<file path="src/pkg/fpl_pkg.sv">
// shared constants, types and helpers of the fast parallel loader
package fpl_pkg;
  localparam int unsigned CLK_MHZ = 125;
  localparam int unsigned POR_DELAY_US = 100;
  localparam int unsigned POR_CYCLES = POR_DELAY_US * CLK_MHZ;
  localparam int unsigned IMAGE_WORDS = 8192;
  localparam int unsigned WORD_W = 32;
  localparam int unsigned CNT_W = 24;
  localparam int unsigned SYNC_W = 36;
  localparam int unsigned BUF_DEPTH = 2;
  localparam logic [1:0] INIT_EDGES = 2'h2;
  localparam logic [3:0] RATIO_ONE = 4'h1;
  localparam logic [3:0] RATIO_TWO = 4'h2;
  localparam logic [3:0] RATIO_FOUR = 4'h4;
  localparam logic [3:0] RATIO_EIGHT = 4'h8;

  typedef enum logic [1:0] {W8, W16, W32} fpl_width_e;
  typedef enum logic [2:0] {
    ST_POR, ST_HOLD, ST_LOAD, ST_INIT, ST_USER, ST_FAULT
  } fpl_state_e;

  // clock edges per data word for bus width and image options
  function automatic logic [3:0] fpl_ratio(fpl_width_e w, logic dc,
                                           logic sec);
    logic [3:0] r;
    r = RATIO_ONE;
    case (w)
      W8: begin
        if (dc) r = RATIO_TWO;
      end
      W16: begin
        if (dc) r = RATIO_FOUR;
        else if (sec) r = RATIO_TWO;
      end
      default: begin
        if (dc) r = RATIO_EIGHT;
        else if (sec) r = RATIO_FOUR;
      end
    endcase
    return r;
  endfunction
endpackage

</file>
<file path="src/pkg/fpl_buf_if.sv">
// valid/ready word channel between loader and its buffer
`timescale 1ns/100ps
`default_nettype none
interface fpl_buf_if;
  logic valid;
  logic ready;
  logic [31:0] data;
  modport src (output valid, output data, input ready);
  modport snk (input valid, input data, output ready);
endinterface
`default_nettype wire

</file>
<file path="src/logic/fpl_buffer.sv">
// two-entry word buffer with valid and ready on both sides
`timescale 1ns/100ps
`default_nettype none
module fpl_buffer (
  input wire logic clk,
  input wire logic resetn,
  fpl_buf_if.snk fill,
  fpl_buf_if.src drain
);
  import fpl_pkg::*;

  logic [31:0] mem [BUF_DEPTH];
  logic wr_ptr;
  logic rd_ptr;
  logic [1:0] count;
  logic push;
  logic pop;

  assign fill.ready = (count != 2'h2);
  assign drain.valid = (count != 2'h0);
  assign drain.data = mem[rd_ptr];
  assign push = fill.valid && fill.ready;
  assign pop = drain.valid && drain.ready;

  always_ff @(posedge clk or negedge resetn) begin
    if (!resetn) begin
      wr_ptr <= 1'b0;
      rd_ptr <= 1'b0;
      count <= 2'h0;
    end else begin
      if (push) wr_ptr <= ~wr_ptr;
      if (pop) rd_ptr <= ~rd_ptr;
      if (push && !pop) count <= count + 2'h1;
      else if (pop && !push) count <= count - 2'h1;
    end
  end

  always_ff @(posedge clk or negedge resetn) begin
    if (!resetn) begin
      mem[0] <= 32'h0;
      mem[1] <= 32'h0;
    end else if (push) begin
      mem[wr_ptr] <= fill.data;
    end
  end
endmodule
`default_nettype wire

</file>
<file path="src/logic/fpl_loader.sv">
// fast parallel configuration loader, device side
`timescale 1ns/100ps
`default_nettype none
// How it works
// - ratio from width and options: 1, 2, 4 or 8 edges per word
// - request pin low at any time after the power-on delay aborts and restarts configuration
// - in user operation request, health and load-complete pins are high
// - health pin held low through the power-on delay
// - load-complete low from power-up until every word has arrived
// - after configuration the configuration clock is ignored
// - load-complete released only after the whole image arrived cleanly
// - with the option set, init-done pin low until initialization ends
module fpl_loader #(
  parameter int unsigned POR_CNT = fpl_pkg::POR_CYCLES,
  parameter int unsigned IMAGE_LEN = fpl_pkg::IMAGE_WORDS
) (
  input wire logic clk,
  input wire logic resetn,
  input wire logic config_request_n,
  input wire logic config_clock,
  input wire logic [31:0] config_data,
  input wire fpl_pkg::fpl_width_e bus_width,
  input wire logic decompress_en,
  input wire logic security_en,
  input wire logic init_done_opt,
  input wire logic config_health_n_in,
  output logic config_health_n_out,
  output logic config_health_n_oe_n,
  input wire logic load_complete_in,
  output logic load_complete_out,
  output logic load_complete_oe_n,
  input wire logic init_done_in,
  output logic init_done_out,
  output logic init_done_oe_n,
  output logic word_valid,
  input wire logic word_ready,
  output logic [31:0] word_data,
  output logic user_mode,
  output logic load_error
);
  import fpl_pkg::*;

  localparam logic [CNT_W-1:0] POR_LAST = CNT_W'(POR_CNT - 1);
  localparam logic [CNT_W-1:0] IMG_LEN = CNT_W'(IMAGE_LEN);

  fpl_buf_if fill_if ();
  fpl_buf_if drain_if ();

  fpl_state_e state;
  fpl_state_e next_state;
  logic [SYNC_W-1:0] sync1;
  logic [SYNC_W-1:0] sync2;
  logic clk_d;
  logic req_s;
  logic clk_s;
  logic done_s;
  logic [31:0] data_s;
  logic rise;
  logic fall;
  logic [CNT_W-1:0] por_cnt;
  logic [CNT_W-1:0] words;
  logic [3:0] ratio;
  logic [3:0] beat;
  fpl_width_e width_q;
  logic init_opt_q;
  logic [31:0] hold;
  logic [31:0] pend;
  logic pend_valid;
  logic word_end;
  logic overrun;
  logic load_done;
  logic [1:0] init_cnt;
  logic [31:0] data_m;

  // pins and the other domain pass two flip-flops first
  always_ff @(posedge clk or negedge resetn) begin
    if (!resetn) begin
      sync1 <= '0;
      sync2 <= '0;
      clk_d <= 1'b0;
    end else begin
      sync1 <= {init_done_in, load_complete_in, config_request_n,
                config_clock, config_data};
      sync2 <= sync1;
      clk_d <= clk_s;
    end
  end

  assign data_s = sync2[31:0];
  assign clk_s = sync2[32];
  assign req_s = sync2[33];
  assign done_s = sync2[34];
  assign rise = clk_s && !clk_d;
  assign fall = !clk_s && clk_d;

  assign word_end = (state == ST_LOAD) && rise && (beat == ratio - 4'h1);
  assign overrun = word_end && pend_valid && !fill_if.ready;
  // release waits until the last clock of the image has fallen
  assign load_done = (words == IMG_LEN) && !pend_valid && !word_valid &&
                     !clk_s;

  // narrow buses use only their low lanes
  always_comb begin
    case (width_q)
      W8: data_m = {24'h0, data_s[7:0]};
      W16: data_m = {16'h0, data_s[15:0]};
      default: data_m = data_s;
    endcase
  end

  // sequence of power-on, hold, load, initialization and user operation
  always_comb begin
    next_state = state;
    unique case (state)
      ST_POR: begin
        if (por_cnt == POR_LAST) next_state = ST_HOLD;
      end
      ST_HOLD: begin
        if (req_s) next_state = ST_LOAD;
      end
      ST_LOAD: begin
        if (overrun) next_state = ST_FAULT;
        else if (load_done) next_state = ST_INIT;
      end
      ST_INIT: begin
        if (done_s && fall && init_cnt == INIT_EDGES - 2'h1) begin
          next_state = ST_USER;
        end
      end
      default: begin
        next_state = state;
      end
    endcase
    if (!req_s && state != ST_POR) next_state = ST_HOLD;
  end

  always_ff @(posedge clk or negedge resetn) begin
    if (!resetn) state <= ST_POR;
    else state <= next_state;
  end

  // power-on delay count
  always_ff @(posedge clk or negedge resetn) begin
    if (!resetn) por_cnt <= '0;
    else if (state == ST_POR) por_cnt <= por_cnt + CNT_W'(1);
  end

  // options are caught while waiting for the load to begin
  always_ff @(posedge clk or negedge resetn) begin
    if (!resetn) begin
      width_q <= W8;
      ratio <= RATIO_ONE;
      init_opt_q <= 1'b0;
    end else if (state == ST_HOLD) begin
      width_q <= bus_width;
      ratio <= fpl_ratio(bus_width, decompress_en, security_en);
      init_opt_q <= init_done_opt;
    end
  end

  // edge counting per word; data taken at the group's first edge
  always_ff @(posedge clk or negedge resetn) begin
    if (!resetn) begin
      beat <= 4'h0;
      hold <= 32'h0;
    end else if (state != ST_LOAD) begin
      beat <= 4'h0;
    end else if (rise) begin
      if (beat == 4'h0) hold <= data_m;
      if (word_end) beat <= 4'h0;
      else beat <= beat + 4'h1;
    end
  end

  // completed word waits here until the buffer takes it
  always_ff @(posedge clk or negedge resetn) begin
    if (!resetn) begin
      pend <= 32'h0;
      pend_valid <= 1'b0;
      words <= '0;
    end else if (state == ST_HOLD) begin
      pend_valid <= 1'b0;
      words <= '0;
    end else begin
      if (word_end && !overrun) begin
        pend <= (beat == 4'h0) ? data_m : hold;
        pend_valid <= 1'b1;
        words <= words + CNT_W'(1);
      end else if (pend_valid && fill_if.ready) begin
        pend_valid <= 1'b0;
      end
    end
  end

  // clock falls are counted only while load-complete is seen high
  always_ff @(posedge clk or negedge resetn) begin
    if (!resetn) init_cnt <= 2'h0;
    else if (state != ST_INIT) init_cnt <= 2'h0;
    else if (done_s && fall) init_cnt <= init_cnt + 2'h1;
  end

  // pending word into the buffer, buffer out to the word stream
  assign fill_if.valid = pend_valid;
  assign fill_if.data = pend;
  assign drain_if.ready = word_ready;
  assign word_valid = drain_if.valid;
  assign word_data = drain_if.data;

  fpl_buffer u_buffer (
    .clk(clk),
    .resetn(resetn),
    .fill(fill_if),
    .drain(drain_if)
  );

  // open-drain pins pull low while enable is low
  assign config_health_n_out = 1'b0;
  assign load_complete_out = 1'b0;
  assign init_done_out = 1'b0;
  assign config_health_n_oe_n = (state == ST_LOAD) || (state == ST_INIT) ||
                                (state == ST_USER);
  assign load_complete_oe_n = (state == ST_INIT) ||
                              (state == ST_USER);
  assign init_done_oe_n = !(init_opt_q && state != ST_USER);
  assign user_mode = (state == ST_USER);
  assign load_error = (state == ST_FAULT);
endmodule
`default_nettype wire

</file>
<file path="config.mk">
export PLATFORM = sky130hd
export DESIGN_NAME = fpl_loader
export DESIGN_NICKNAME = d
export VERILOG_FILES = /design/src/pkg/fpl_pkg.sv /design/src/pkg/fpl_buf_if.sv /design/src/logic/fpl_buffer.sv /design/src/logic/fpl_loader.sv
export SDC_FILE = /design/constraint.sdc
export NUM_CORES = 1
export LEC_CHECK = 0
export ABC_AREA = 0
export ABC_CLOCK_PERIOD_IN_PS = 4800
export BUFFER_PORTS_ARGS = -buffer_cell sky130_fd_sc_hd__buf_2
export CORE_MARGIN = 8
export CORE_UTILIZATION = 45
export DETAILED_ROUTE_END_ITERATION = 7
export PLACE_DENSITY = 0.63
export RECOVER_POWER = 100
export SLEW_MARGIN = 20
export SYNTH_ARGS = -nofsm -noshare
export SYNTH_HDL_FRONTEND = slang
export SYNTH_SLANG_ARGS = --single-unit
</file>
<file path="constraint.sdc">
create_clock -name clk -period 4.8 [get_ports clk]
set_clock_uncertainty 0.1 [all_clocks]
set_input_delay 0.96 -clock clk [delete_from_list [all_inputs] [get_ports clk]]
set_output_delay 0.96 -clock clk [all_outputs]
set_load 0.02 [all_outputs]
</file>
# Word-level counts from Yosys, hierarchy flattened
# Index checks and enable logic that the tools add are counted.
op_classes:
  n_addsub: 7
  magnitude_cmp: 3
  eq_ne: 19
  muxes: 33
  n_bitwise: 6
  reduce_logical: 47
op_table:
  columns: ["op", "count"]
  rows:
  - ["$mux 32", 5]
  - ["$bwmux 64", 1]
  - ["$pmux 32 s2", 1]
  - ["$add 24x1->24 const B", 2]
  - ["$eq 24x14->1 const B", 2]
  - ["$mux 24", 2]
  - ["$demux 32 s1", 1]
  - ["$mux 3", 8]
  - ["$logic_and 1x1->1", 19]
  - ["$mux 4", 4]
  - ["$mux 2", 6]
  - ["$ne 3x3->1 const B", 4]
  - ["$pmux 3 s4", 1]
  - ["$logic_not 1->1", 10]
  - ["$reduce_bool 2->1", 5]
  - ["$pmux 4 s2", 1]
  - ["$eq 2x1->1 const B", 3]
  - ["$eq 3x2->1 const B", 2]
  - ["$eq 3x3->1 const B", 2]
  - ["$ne 3x2->1 const B", 2]
  - ["$reduce_bool 3->1", 2]
  - ["$reduce_and 5->1", 1]
  - ["$reduce_bool 5->1", 1]
  - ["$add 2x1->2 const B", 2]
  - ["17 further kinds", 28]
word_totals:
  register_bits: 268
  input_bits: 45
  out_inout_bits: 41
  wordCells: 134

# Depth between registers and ports, before layout
# Gate-level depths: netlist of run 1.
logic_depth:
  ltp_word: 10
  depth_mapped: 9
  mapped_depth_nobuf: 7

# By module
# Synthesis of run 1 repeated with hierarchy kept, for this count alone.
unflattened:
  hier_cells: 915
  area_unflattened_um2: 11164.5
modules_own_cells:
  columns: ["module", "n_inst", "cells_per_inst", "area_per_inst_um2", "seq_area_each_um2"]
  rows:
  - ["fpl_loader", 1, 726, 7888.8, 5006.1]
  - ["fpl_buffer", 1, 189, 3275.6, 1701.6]

# Worst setup path before layout of run 1
# Ideal clock, no wire load.
synth_timing:
  path_kind: "flip-flop to flip-flop"
  start: "reg ratio[0]"
  end: "reg words[23]"
  setup_ns: 0.137
  t_arrival_ns: 2.533
  required_time_ns: 4.563
  slack_ns: 2.031
  path_stages_with_launch: 9
  n_path_buf: 1
  period_less_slack_ns: 2.769
  cell_sequence: "dfstp_2 -> inv_1 -> ha_1 -> xor3_1 -> or4_4 -> or3_4 -> buf_6 -> o311ai_2 -> o41ai_2"
synth_between:
  elab_chain_cells: 8
synth_rtl:
  columns: ["item", "line", "text"]
  rows:
  - ["start, declared", "fpl_loader.sv:62", "logic [3:0] ratio;"]
  - ["start signal, assigned", "fpl_loader.sv:156", "ratio <= fpl_ratio(bus_width, decompress_en, security_en);"]
  - ["$sub 4x1->4 *", "fpl_loader.sv:96", "assign word_end = (state == ST_LOAD) && rise && (beat == ratio - 4'h1);"]
  - ["$eq 4x4->1 *", "fpl_loader.sv:96", null]
  - ["$logic_and 1x1->1 *", "fpl_loader.sv:96", null]
  - ["$logic_and 1x1->1 (2 in a row)", "fpl_loader.sv:97", "assign overrun = word_end && pend_valid && !fill_if.ready;"]
  - ["$logic_not 1->1", "fpl_loader.sv:185", "if (word_end && !overrun) begin"]
  - ["$logic_and 1x1->1 *", "fpl_loader.sv:185", null]
  - ["$reduce_bool 2->1 (no line) *", null, null]
  - ["end signal, assigned", "fpl_loader.sv:188", "words <= words + CNT_W'(1);"]
  - ["end, declared", "fpl_loader.sv:61", "logic [CNT_W-1:0] words;"]
# Mark *: on every way between the ends. The rest lies on a longest branch, timed or not.
# A chain may end at the register's enable or synchronous reset.

# Worst setup path after layout of run 1
layout_timing:
  start: "reg u_buffer.rd_ptr"
  end: "out word_data[1]"
layout_between:
  elab_chain_cells: 4
layout_rtl:
  columns: ["item", "line", "text"]
  rows:
  - ["start, declared", "fpl_buffer.sv:14", "logic rd_ptr;"]
  - ["start signal, assigned", "fpl_buffer.sv:32", "if (pop) rd_ptr <= ~rd_ptr;"]
  - ["$not 1->2 (implied by the code)", "fpl_buffer.sv:21", "assign drain.data = mem[rd_ptr];"]
  - ["$mux 32 (implied by the code) (3 in a row)", "fpl_buffer.sv:21", null]
  - ["end, declared", "fpl_loader.sv:37", "output logic [31:0] word_data,"]
# No other way between the ends. The select of a mux whose other input is x is not followed.

==> flow_summary.json, run 1 <==
{
  "io_pins": 86,
  "hold_depth": 0,
  "dr_total_vias": 6781,
  "cp_max_fo": 33,
  "reg2regPathDepth": 6,
  "coreArea_mm2": 0.02418,
  "max-slew-margin-rel": -0.6651,
  "hold_violations": 0,
  "power.switching_mw": 1.032,
  "cts.sinks": 268,
  "synth.avg_cell_area_um2": 12.54,
  "cp-end-kind": "output port",
  "maxCapViolCount": 4,
  "status": "finished with violations",
  "drt_iter0_drc": 414,
  "place_congestion": 0.7712,
  "layout-area-overhead-vs-synth_pct": 14.81,
  "cts_resized": 0,
  "ant_nets": 0,
  "synthCells": 878,
  "clockBufferDepth": 3,
  "syn_area_mm2": 0.01101,
  "path_clk_slew_ps": 60,
  "ctsHoldBuffers": 0,
  "max_freq_mhz": 262.5,
  "grt_pass1_wl_um": 36200,
  "grt_pass1_vias": 6893,
  "grt_overflow": 0,
  "whs_ps": 246.5,
  "die_y_um": 172.4,
  "fin_setup_tns_ps": 0,
  "arrival_ps": 2750,
  "root_buffer": "clkbuf_16",
  "initial_core_util": 0.4554,
  "insertion_delay_ps": 530,
  "numCtsBuffers": 28,
  "synth_cell_types": 58,
  "ys_ff_latch": 268,
  "p_comb_frac": 0.036,
  "place.port_buffers": 80,
  "cts_tree": "built",
  "routedWlPerCell_um": 16.63,
  "path_class": "reg2out",
  "slew_violations": 202,
  "worst_pin_slew_ps": 2498,
  "htreeDepth": 1,
  "power.share.sequential": 0.488,
  "antenna_found_initial": 0,
  "violations": "max-capacitance violations, max-slew violations",
  "dieWidth_um": 172.4,
  "post_cts_buffers": 0,
  "dp.final_hpwl_um": 13610,
  "p_per_area_mw_per_mm2": 388.7,
  "dr.pass1.iters": 4,
  "rows": 57,
  "grt_max_degree": 102,
  "dieArea_mm2": 0.02973,
  "power_frac_clock": 0.477,
  "start_kind": "flop",
  "synthArstFlopShare": 1.000,
  "fin_area_mm2": 0.01264,
  "via_per_inst": 5.204,
  "min_period_ps": 3810,
  "worstPathRequired_ps": 3740,
  "diodes": 0,
  "layout-drive-gt1-share": 0.2451,
  "placed_cell_area_mm2": 0.01175,
  "finalSetupViolCount": 0,
  "p_leak_nw": 6.027,
  "yosysSeqAreaShare": 0.6092,
  "final.period_utilization": 0.7938,
  "min_path_type": "reg2reg",
  "ys_warn_count": 0,
  "ys.flop_type": "dfrtp_1",
  "rsz0062_at_grt": "no",
  "wirelength_um": 21670,
  "track_usage": 0.1496,
  "drc": 0,
  "synth_edf_count": 0,
  "vdd_ir_drop_max_uv": 263.5,
  "intPower_mw": 3.882,
  "nNetsFinal": 1010,
  "switching_share": 0.2100
}
per-stage QoR:
step,setup slack (ps),util,power [mW],std cells
after floorplan,2031,-,2.506,880
after global placement,1752,0.4860,2.617,1251
after detailed placement,1707,0.4860,2.622,1251
after CTS,1512,0.5281,4.985,1303
after global routing,792.1,0.5228,5.103,1303
final,989.9,0.5228,4.914,1303
power by group through the flow:
stage	Sequential, mW	Clock [mW]	Combinational, mW
after floorplan	2.36	0	0.145
after global placement	2.44	0	0.180
after detailed placement	2.44	0	0.184
after CTS	2.40	2.40	0.184
after global routing	2.41	2.50	0.200
final	2.40	2.34	0.176
flip-flops by register name, summed over array words and instances, names as in the netlist, 2 cells and up:
| name | count |
|---|---|
| sync2 | 35 |
| u_buffer.count | 2 |
| por_cnt | 24 |
| ratio | 4 |
| sync1 | 35 |
| state | 3 |
| beat | 4 |
| words | 24 |
| hold | 32 |
| u_buffer.mem | 64 |
| init_cnt | 2 |
| width_q | 2 |
| fill_if.data | 32 |
cells by family after synthesis:
| kind of cell | after synthesis | share of synthesized area |
|---|---|---|
| buffers and inverters | 59 | 0.02295 |
| XOR/XNOR | 42 | 0.03602 |
| AO/OA/AOI/OAI | 114 | 0.06568 |
| other | 1 | 0.0003406 |
| AND/OR/NAND/NOR | 239 | 0.1066 |
| multiplexers | 147 | 0.1501 |
| adder cells (fa/ha/maj) | 8 | 0.009091 |
| flip-flops | 268 | 0.6092 |
placed cells by master (no fill, tap or decap), types with 3 or more instances in the layout:
| master | instances |
|---|---|
| o31ai_1 | 3 |
| ha_1 | 8 |
| nand4_1 | 10 |
| clkbuf_2 | 4 |
| dfrtp_1 | 267 |
| nor2b_1 | 3 |
| a31oi_1 | 5 |
| nor3_1 | 7 |
| nor4_1 | 12 |
| or3_1 | 7 |
| o21ai_0 | 69 |
| nand3_1 | 25 |
| xnor2_1 | 30 |
| mux2_1 | 10 |
| a21oi_1 | 7 |
| buf_2 | 48 |
| o311ai_0 | 6 |
| a41o_1 | 5 |
| inv_1 | 15 |
| clkbuf_8 | 4 |
| and3_1 | 10 |
| clkinv_2 | 3 |
| nor4b_1 | 6 |
| mux2_2 | 135 |
| conb_1 | 3 |
| buf_4 | 4 |
| o41ai_1 | 5 |
| clkbuf_1 | 44 |
| nand2b_1 | 10 |
| bufinv_16 | 6 |
| xor2_1 | 10 |
| nor2_1 | 25 |
| clkbuf_16 | 29 |
| nand2_1 | 108 |
synthesized netlist by cell type, types with 4 or more instances:
library cell,n,share of area
nor4b_1,6,0.0048
ha_1,8,0.0091
o41ai_1,5,0.0040
mux2_2,145,0.15
nand2_1,109,0.037
nand3_1,25,0.011
a21oi_1,7,0.0032
dfrtp_1,267,0.61
xnor2_1,30,0.024
clkbuf_1,32,0.011
buf_2,4,0.0018
xor2_1,10,0.0080
nor3_1,5,0.0023
or3_1,6,0.0034
nand2b_1,10,0.0057
o21ai_0,69,0.031
a31oi_1,5,0.0028
and3_1,10,0.0057
inv_1,15,0.0051
nor2_1,26,0.0089
nand4_1,10,0.0057
a41o_1,5,0.0045
nor4_1,12,0.0068
critical path, cell delays in order (launching register included):
cell and delay [ps]:
dfrtp_1 1530, mux2_2 380, clkbuf_1 290
routing by layer:
metal  part of all wire  global-route usage  vias up
met5                  0                   0        -
met3              0.038             0.02443       28
met2               0.47              0.2402      103
met1               0.47              0.2095     3420
li1                   -                   -     3230
met4              0.021             0.03561        0
path summary, 6_finish.rpt:
kind                            startpoint          endpoint  slack [ps]
max                        u_buffer.rd_ptr      word_data[1]         990
min                              sync1[12]         sync2[12]         250
max reg2reg                       state[2]          hold[18]        1400
min reg2reg                      sync1[12]         sync2[12]         250
max in group asynchronous           resetn       init_cnt[1]        1430
min in group asynchronous           resetn  u_buffer.mem[23]        1070
cell type report:
type                            count  area (um2)
Fill cell                        2103       11540
Clock inverter                     10       203.9
Inverter                           15       56.30
Multi-Input combinational cell    553        4031
Timing Repair Buffer               91       421.7
Clock buffer                       42       814.5
Sequential cell                   268        6708
Tap cell                          324       405.4
Note: power is estimated with default switching activity, not from simulation.
==> inputs of run 2 (changes only) <==
--- a/config.mk
+++ b/config.mk
@@ -6,12 +6,12 @@
 export NUM_CORES = 1
 export LEC_CHECK = 0
 export ABC_AREA = 0
-export ABC_CLOCK_PERIOD_IN_PS = 4800
+export ABC_CLOCK_PERIOD_IN_PS = 3300
 export BUFFER_PORTS_ARGS = -buffer_cell sky130_fd_sc_hd__buf_2
 export CORE_MARGIN = 8
 export CORE_UTILIZATION = 45
 export DETAILED_ROUTE_END_ITERATION = 7
-export PLACE_DENSITY = 0.63
+export PLACE_DENSITY = 0.65
 export RECOVER_POWER = 100
 export SLEW_MARGIN = 20
 export SYNTH_ARGS = -nofsm -noshare
==> constraint.sdc (replaced) <==
create_clock -name clk -period 3.3 [get_ports clk]
set_clock_uncertainty 0.1 [all_clocks]
set_input_delay 0.66 -clock clk [delete_from_list [all_inputs] [get_ports clk]]
set_output_delay 0.66 -clock clk [all_outputs]
set_load 0.02 [all_outputs]
==> run 2 against run 1 <==
Compared with the run above:
- the flow still finishes with violations (max-capacitance violations, max-slew violations)
- worst setup slack got worse by 760 ps
- combinational power rose by 92%
- cell count rose by 0.77%
- count of clock-buffer cells in the layout fell by 2
- routed wire length rose by 0.85%
- worst hold slack got worse by 130 ps
- clock power rose by 45%
- power rose by 46%
- cell area rose by 1.2%
- critical endpoint is now words[23]
==> flow_summary.json, run 2 (synthesis gave the netlist of run 1 again) <==
{
  "initial_core_util": 0.4554,
  "largest_reg_flops": 64,
  "path_cells": "inv_1, ha_1, xor3_1, or4_4, or3_4, o311ai_0, o41ai_2",
  "critPathMaxStageDelay_ps": 560,
  "cp-end-kind": "flop",
  "slew_violations": 71,
  "htreeDepth": 1,
  "grt_pass1_wl_um": 36780,
  "numCtsBuffers": 29,
  "dr.pass1.iters": 4,
  "layout_common_cells": "dfrtp_1, mux2_2, nand2_1",
  "p_leak_nw": 6.102,
  "largest-register": "u_buffer.mem",
  "cts_resized": 0,
  "via_per_inst": 5.150,
  "place.port_buffers": 80,
  "cts_tree": "built",
  "placed_cell_area_mm2": 0.01188,
  "rsz0062_at_grt": "no",
  "clockBufferDepth": 3,
  "top_regs": "u_buffer.mem (64), sync1 (35), sync2 (35)",
  "p_per_area_mw_per_mm2": 561.5,
  "min_period_ps": 3068,
  "grt_max_degree": 73,
  "fin_setup_tns_ps": 0,
  "rows": 57,
  "fin_area_mm2": 0.01279,
  "die_y_um": 172.4,
  "dieArea_mm2": 0.02973,
  "cp_max_fo": 12,
  "dr_total_vias": 6762,
  "crit_slowest_cell": "dfstp_1",
  "path_class": "reg2reg",
  "io_pins": 86,
  "finalSetupViolCount": 0,
  "insertion_delay_ps": 550,
  "cts.sinks": 268,
  "post_cts_buffers": 0,
  "coreArea_mm2": 0.02418,
  "vdd_ir_drop_max_uv": 450.1,
  "fin_util": 0.5290,
  "max-slew-margin-rel": -0.2108,
  "layout-area-overhead-vs-synth_pct": 16.16,
  "place_congestion": 0.7671,
  "final.period_utilization": 0.9298,
  "path_clk_slew_ps": 60,
  "max_freq_mhz": 325.9,
  "worst_pin_slew_ps": 1816,
  "root_buffer": "clkbuf_16",
  "dp.final_hpwl_um": 13830,
  "wirelength_um": 21860,
  "status": "finished with violations",
  "drc": 0,
  "dieWidth_um": 172.4,
  "nNetsFinal": 1019,
  "antenna_found_initial": 0,
  "routedWlPerCell_um": 16.65,
  "arrival_ps": 3370,
  "start_kind": "flop",
  "diodes": 0,
  "grt_pass1_vias": 7018,
  "worstPathRequired_ps": 3600,
  "layout-drive-gt1-share": 0.2679,
  "ant_nets": 0,
  "grt_overflow": 0,
  "min_path_type": "in2reg",
  "drt_iter0_drc": 428,
  "hold_violations": 0,
  "track_usage": 0.1532,
  "violations": "max-capacitance violations, max-slew violations",
  "maxCapViolCount": 1,
  "mostFrequentLayoutCell": "dfrtp_1"
}
==> run 2: cell count changes in the layout (fill, tap and decap cells not counted), moves of 2 or more <==
cell       previous run  this run
buf_12                0         5
buf_2                48        50
buf_4                 4         6
bufinv_16             6         4
clkbuf_1             44        37
clkbuf_8              4         6
clkinv_2              3         6
mux2_1               10         4
mux2_2              135       141
==> run 2: power by group <==
part / internal (mW) / switching [mW]
sequential: 3.35 / 0.0946
clock: 2.08 / 1.32
combinational: 0.152 / 0.186
==> run 2: cell type report <==
cell class	count	area, um2
multi-input cells	553	4045
flip-flops and latches	268	6708
clock inverters	14	195.2
clock buffers	40	827.0
well taps	324	405.4
repair buffers	99	553.0
fillers	2069	11390
inverters	15	56.30
==> run 2: metal layers <==
metal  track usage  up-vias  part of all wire
li1              -     3253                 -
met1        0.2137     3383              0.48
met2        0.2467       95              0.47
met3       0.02648       31             0.039
met4       0.03486        0             0.018
met5             0        -                 0
==> run 2: final timing paths <==
kind | to | cells past startpoint | from | slack (ps)
worst max-delay path | words[23] | 7 | ratio[0] | 230
worst min-delay path | sync1[25] | 1 | config_data[25] | 110
worst max register to register | words[23] | 7 | ratio[0] | 230
worst min register to register | sync2[29] | 0 | sync1[29] | 250
max in group asynchronous | por_cnt[14] | 3 | resetn | 630
min in group asynchronous | u_buffer.mem[57] | 2 | resetn | 1050
==> run 2: stage by stage <==
step / total power, mW / hold WS, ps / setup WS, ps / cells
after global routing: 7.447 / 90.51 / 139.5 / 1313
after detailed placement: 3.856 / 234.7 / 411.0 / 1258
after floorplan: 3.645 / 231.2 / 530.5 / 880
after CTS: 7.280 / 88.95 / 387.7 / 1313
after global placement: 3.853 / 232.6 / 450.0 / 1258
final: 7.182 / 114.3 / 231.8 / 1313
==> run 2: critical path: cells and delay by family (launching register included) <==
kind            cells  cell delay, ps
compound gates      2             580
simple gates        2             950
xor+xnor            1             440
fa+ha+maj           1             210
buf+inv             1              80
flops               1             560
==> run 2: repair_timing <==
action,in CTS,in global routing
endpoints found under the hold margin,66,0
endpoints found under the setup margin,0,0
hold buffers,1,0
==> inputs of run 3 (changes only) <==
--- a/config.mk
+++ b/config.mk
@@ -5,7 +5,7 @@
 export SDC_FILE = /design/constraint.sdc
 export NUM_CORES = 1
 export LEC_CHECK = 0
-export ABC_AREA = 0
+export ABC_AREA = 1
 export ABC_CLOCK_PERIOD_IN_PS = 3300
 export BUFFER_PORTS_ARGS = -buffer_cell sky130_fd_sc_hd__buf_2
 export CORE_MARGIN = 8
@@ -16,4 +16,5 @@
 export SLEW_MARGIN = 20
 export SYNTH_ARGS = -nofsm -noshare
 export SYNTH_HDL_FRONTEND = slang
+export SYNTH_HIERARCHICAL = 1
 export SYNTH_SLANG_ARGS = --single-unit
==> run 3 against run 2 <==
Compared with the run above:
- the run still ends with max-capacitance violations, max-slew violations left
- via count up 27%
- worst setup slack better by 320 ps
- maximum frequency increased by 12%
- cell count rose by 32%
- cell area up 2.7%
- core utilization shrank 1.9 points
- non-clock buffer count is the same
- first-iteration DRC count increased by 49%
- count of clock-buffer cells in the layout is 4 higher
- sequential power fell by 3%
- global-route usage increased by 0.90 points
- worst hold slack improved by 28 ps
- critical endpoint is now word_data[20]
- highest routed layer unchanged
==> flow_summary.json, run 3 <==
{
  "status": "finished with violations",
  "violations": "max-capacitance violations, max-slew violations",
  "nNetsFinal": 1424,
  "synth_most_common_cell": "nand2_1",
  "die_y_um": 177.3,
  "synth.avg_cell_area_um2": 8.975,
  "pre_cts_slack_ps": 826.1,
  "grt_max_degree": 74,
  "path_class": "reg2out",
  "fin_setup_tns_ps": 0,
  "clockBufferDepth": 3,
  "routedWlPerCell_um": 14.36,
  "p_leak_nw": 6.552,
  "max_freq_mhz": 364.4,
  "via_per_inst": 4.980,
  "drt_iter0_drc": 638,
  "grt_overflow": 0,
  "mostFrequentLayoutCell": "nand2_1",
  "rsz0062_at_grt": "no",
  "slew_violations": 71,
  "worst_slack_ps": 555.7,
  "cp-end-kind": "output port",
  "ys_warn_count": 6,
  "arrival_ps": 1980,
  "largest_reg_flops": 64,
  "vdd_ir_drop_max_uv": 313.6,
  "layout_common_cells": "nand2_1, dfrtp_1, inv_1",
  "layout-drive-gt1-share": 0.07753,
  "synthTopCellsByCount": "nand2_1, dfrtp_1, inv_1",
  "place_congestion": 0.8705,
  "worst_pin_slew_ps": 1965,
  "yosysTopAreaCell": "dfrtp_1",
  "synth_cell_types": 42,
  "dieArea_mm2": 0.03142,
  "grt_pass1_wl_um": 42710,
  "htreeDepth": 1,
  "timing.rr.end": "words[19]",
  "track_usage": 0.1622,
  "initial_core_util": 0.4543,
  "final.period_utilization": 0.8316,
  "ys.flop_type": "dfrtp_1",
  "hold_violations": 0,
  "fin_area_mm2": 0.01313,
  "syn_area_mm2": 0.01170,
  "top_regs": "u_buffer/mem (64), sync1 (35), sync2 (35)",
  "cts_tree": "built",
  "place.port_buffers": 80,
  "dr.pass1.iters": 5,
  "max-slew-margin-rel": -0.3097,
  "finalSetupViolCount": 0,
  "ctsHoldBuffers": 0,
  "synth_area_leaders": "dfrtp_1, nand2_1, nand4_1",
  "p_per_area_mw_per_mm2": 508.5,
  "min_period_ps": 2744,
  "grt_pass1_vias": 8422,
  "drc": 0,
  "diodes": 0,
  "cts.sinks": 268,
  "synthCells": 1304,
  "synth_top_area_share": 0.5709,
  "dp.final_hpwl_um": 16570,
  "hold_depth": 1,
  "antenna_found_initial": 0,
  "fin_util": 0.5096,
  "io_pins": 86,
  "post_cts_buffers": 0,
  "maxCapViolCount": 1,
  "wirelength_um": 24810,
  "root_buffer": "clkbuf_16",
  "insertion_delay_ps": 520,
  "path_clk_slew_ps": 60,
  "placed_cell_area_mm2": 0.01235,
  "largest-register": "u_buffer/mem",
  "synthArstFlopShare": 1.000,
  "dieWidth_um": 177.3,
  "yosysSeqAreaShare": 0.5731,
  "reg2regPathDepth": 14,
  "r2r_setup_slack_ps": 670,
  "nFillCells": 2425,
  "synth_edf_count": 0,
  "ys_ff_latch": 268,
  "numCtsBuffers": 28,
  "dr_total_vias": 8606,
  "start_kind": "flop",
  "cp_max_fo": 33,
  "layout-area-overhead-vs-synth_pct": 12.18,
  "cts_resized": 0,
  "min-delay-start": "config_data[2]",
  "rows": 59,
  "min_path_type": "in2reg",
  "whs_endpoint": "sync1[2]",
  "r2r_start": "ratio[0]",
  "coreArea_mm2": 0.02576,
  "ant_nets": 0,
  "worstPathRequired_ps": 2540
}
run 3: routing by layer:
layer / vias to the layer above / share of wire / track usage
li1: 4341 / - / -
met1: 4068 / 0.51 / 0.2451
met2: 173 / 0.44 / 0.2446
met3: 24 / 0.043 / 0.02518
met4: 0 / 0.012 / 0.02987
met5: - / 0 / 0
run 3: cell families after synthesis:
family | Yosys count | share of synthesized area
muxes | 8 | 0.006842
adders and majority gates | 8 | 0.008553
other | 1 | 0.0003204
and+or+nand+nor | 703 | 0.2657
DFF | 268 | 0.5731
xor gates and xnor gates | 39 | 0.02919
buffers and inverters | 160 | 0.06297
AOI/OAI and AO/OA | 117 | 0.05335
run 3: layout make-up:
cell class	instances	area, um2	area share
well taps	335	419.2	0.03193
inverters	96	361.6	0.02754
clock buffers	44	832.0	0.06338
flip-flops and latches	268	6708	0.5109
multi-input cells	878	4182	0.3185
clock inverters	8	117.6	0.008958
repair buffers	99	509.2	0.03879
run 3: worst max-delay path by stage:
| stage | start | end | slack, ps | depth (start not counted) |
|---|---|---|---|---|
| 6_report | u_buffer/rd_ptr | word_data[20] | 560 | 4 |
| 5_1_grt | ratio[0] | words[19] | 320 | 14 |
| 4_1_cts | u_buffer/rd_ptr | word_data[29] | 690 | 5 |
| 3_5_place_dp | ratio[0] | words[9] | 830 | 13 |
| 3_3_place_gp | ratio[0] | words[13] | 880 | 13 |
| 2_1_floorplan | state[1] | config_health_n_oe_n | 1100 | 3 |
run 3: critical path: stages, from the launching register on:
cell and delay, ps:
dfrtp_1 340, clkbuf_2 590, nand2_1 110, nand2_1 160, clkbuf_1 260
run 3: stage by stage:
step                power, mW  hold WS, ps  std cells
CTS                     6.766        21.94       1728
detailed placement      3.552        234.7       1676
finish                  6.676        142.3       1728
global route            6.914        119.5       1728
floorplan               3.434        231.2       1306
global placement        3.548        231.1       1676
run 3: power by group:
part | internal (mW) | leakage [nW] | switching (mW)
clock network | 1.96 | 0.463 | 1.23
registers | 3.33 | 3.53 | 0.0156
logic | 0.0385 | 2.56 | 0.0995
total | 5.33 | 6.55 | 1.35
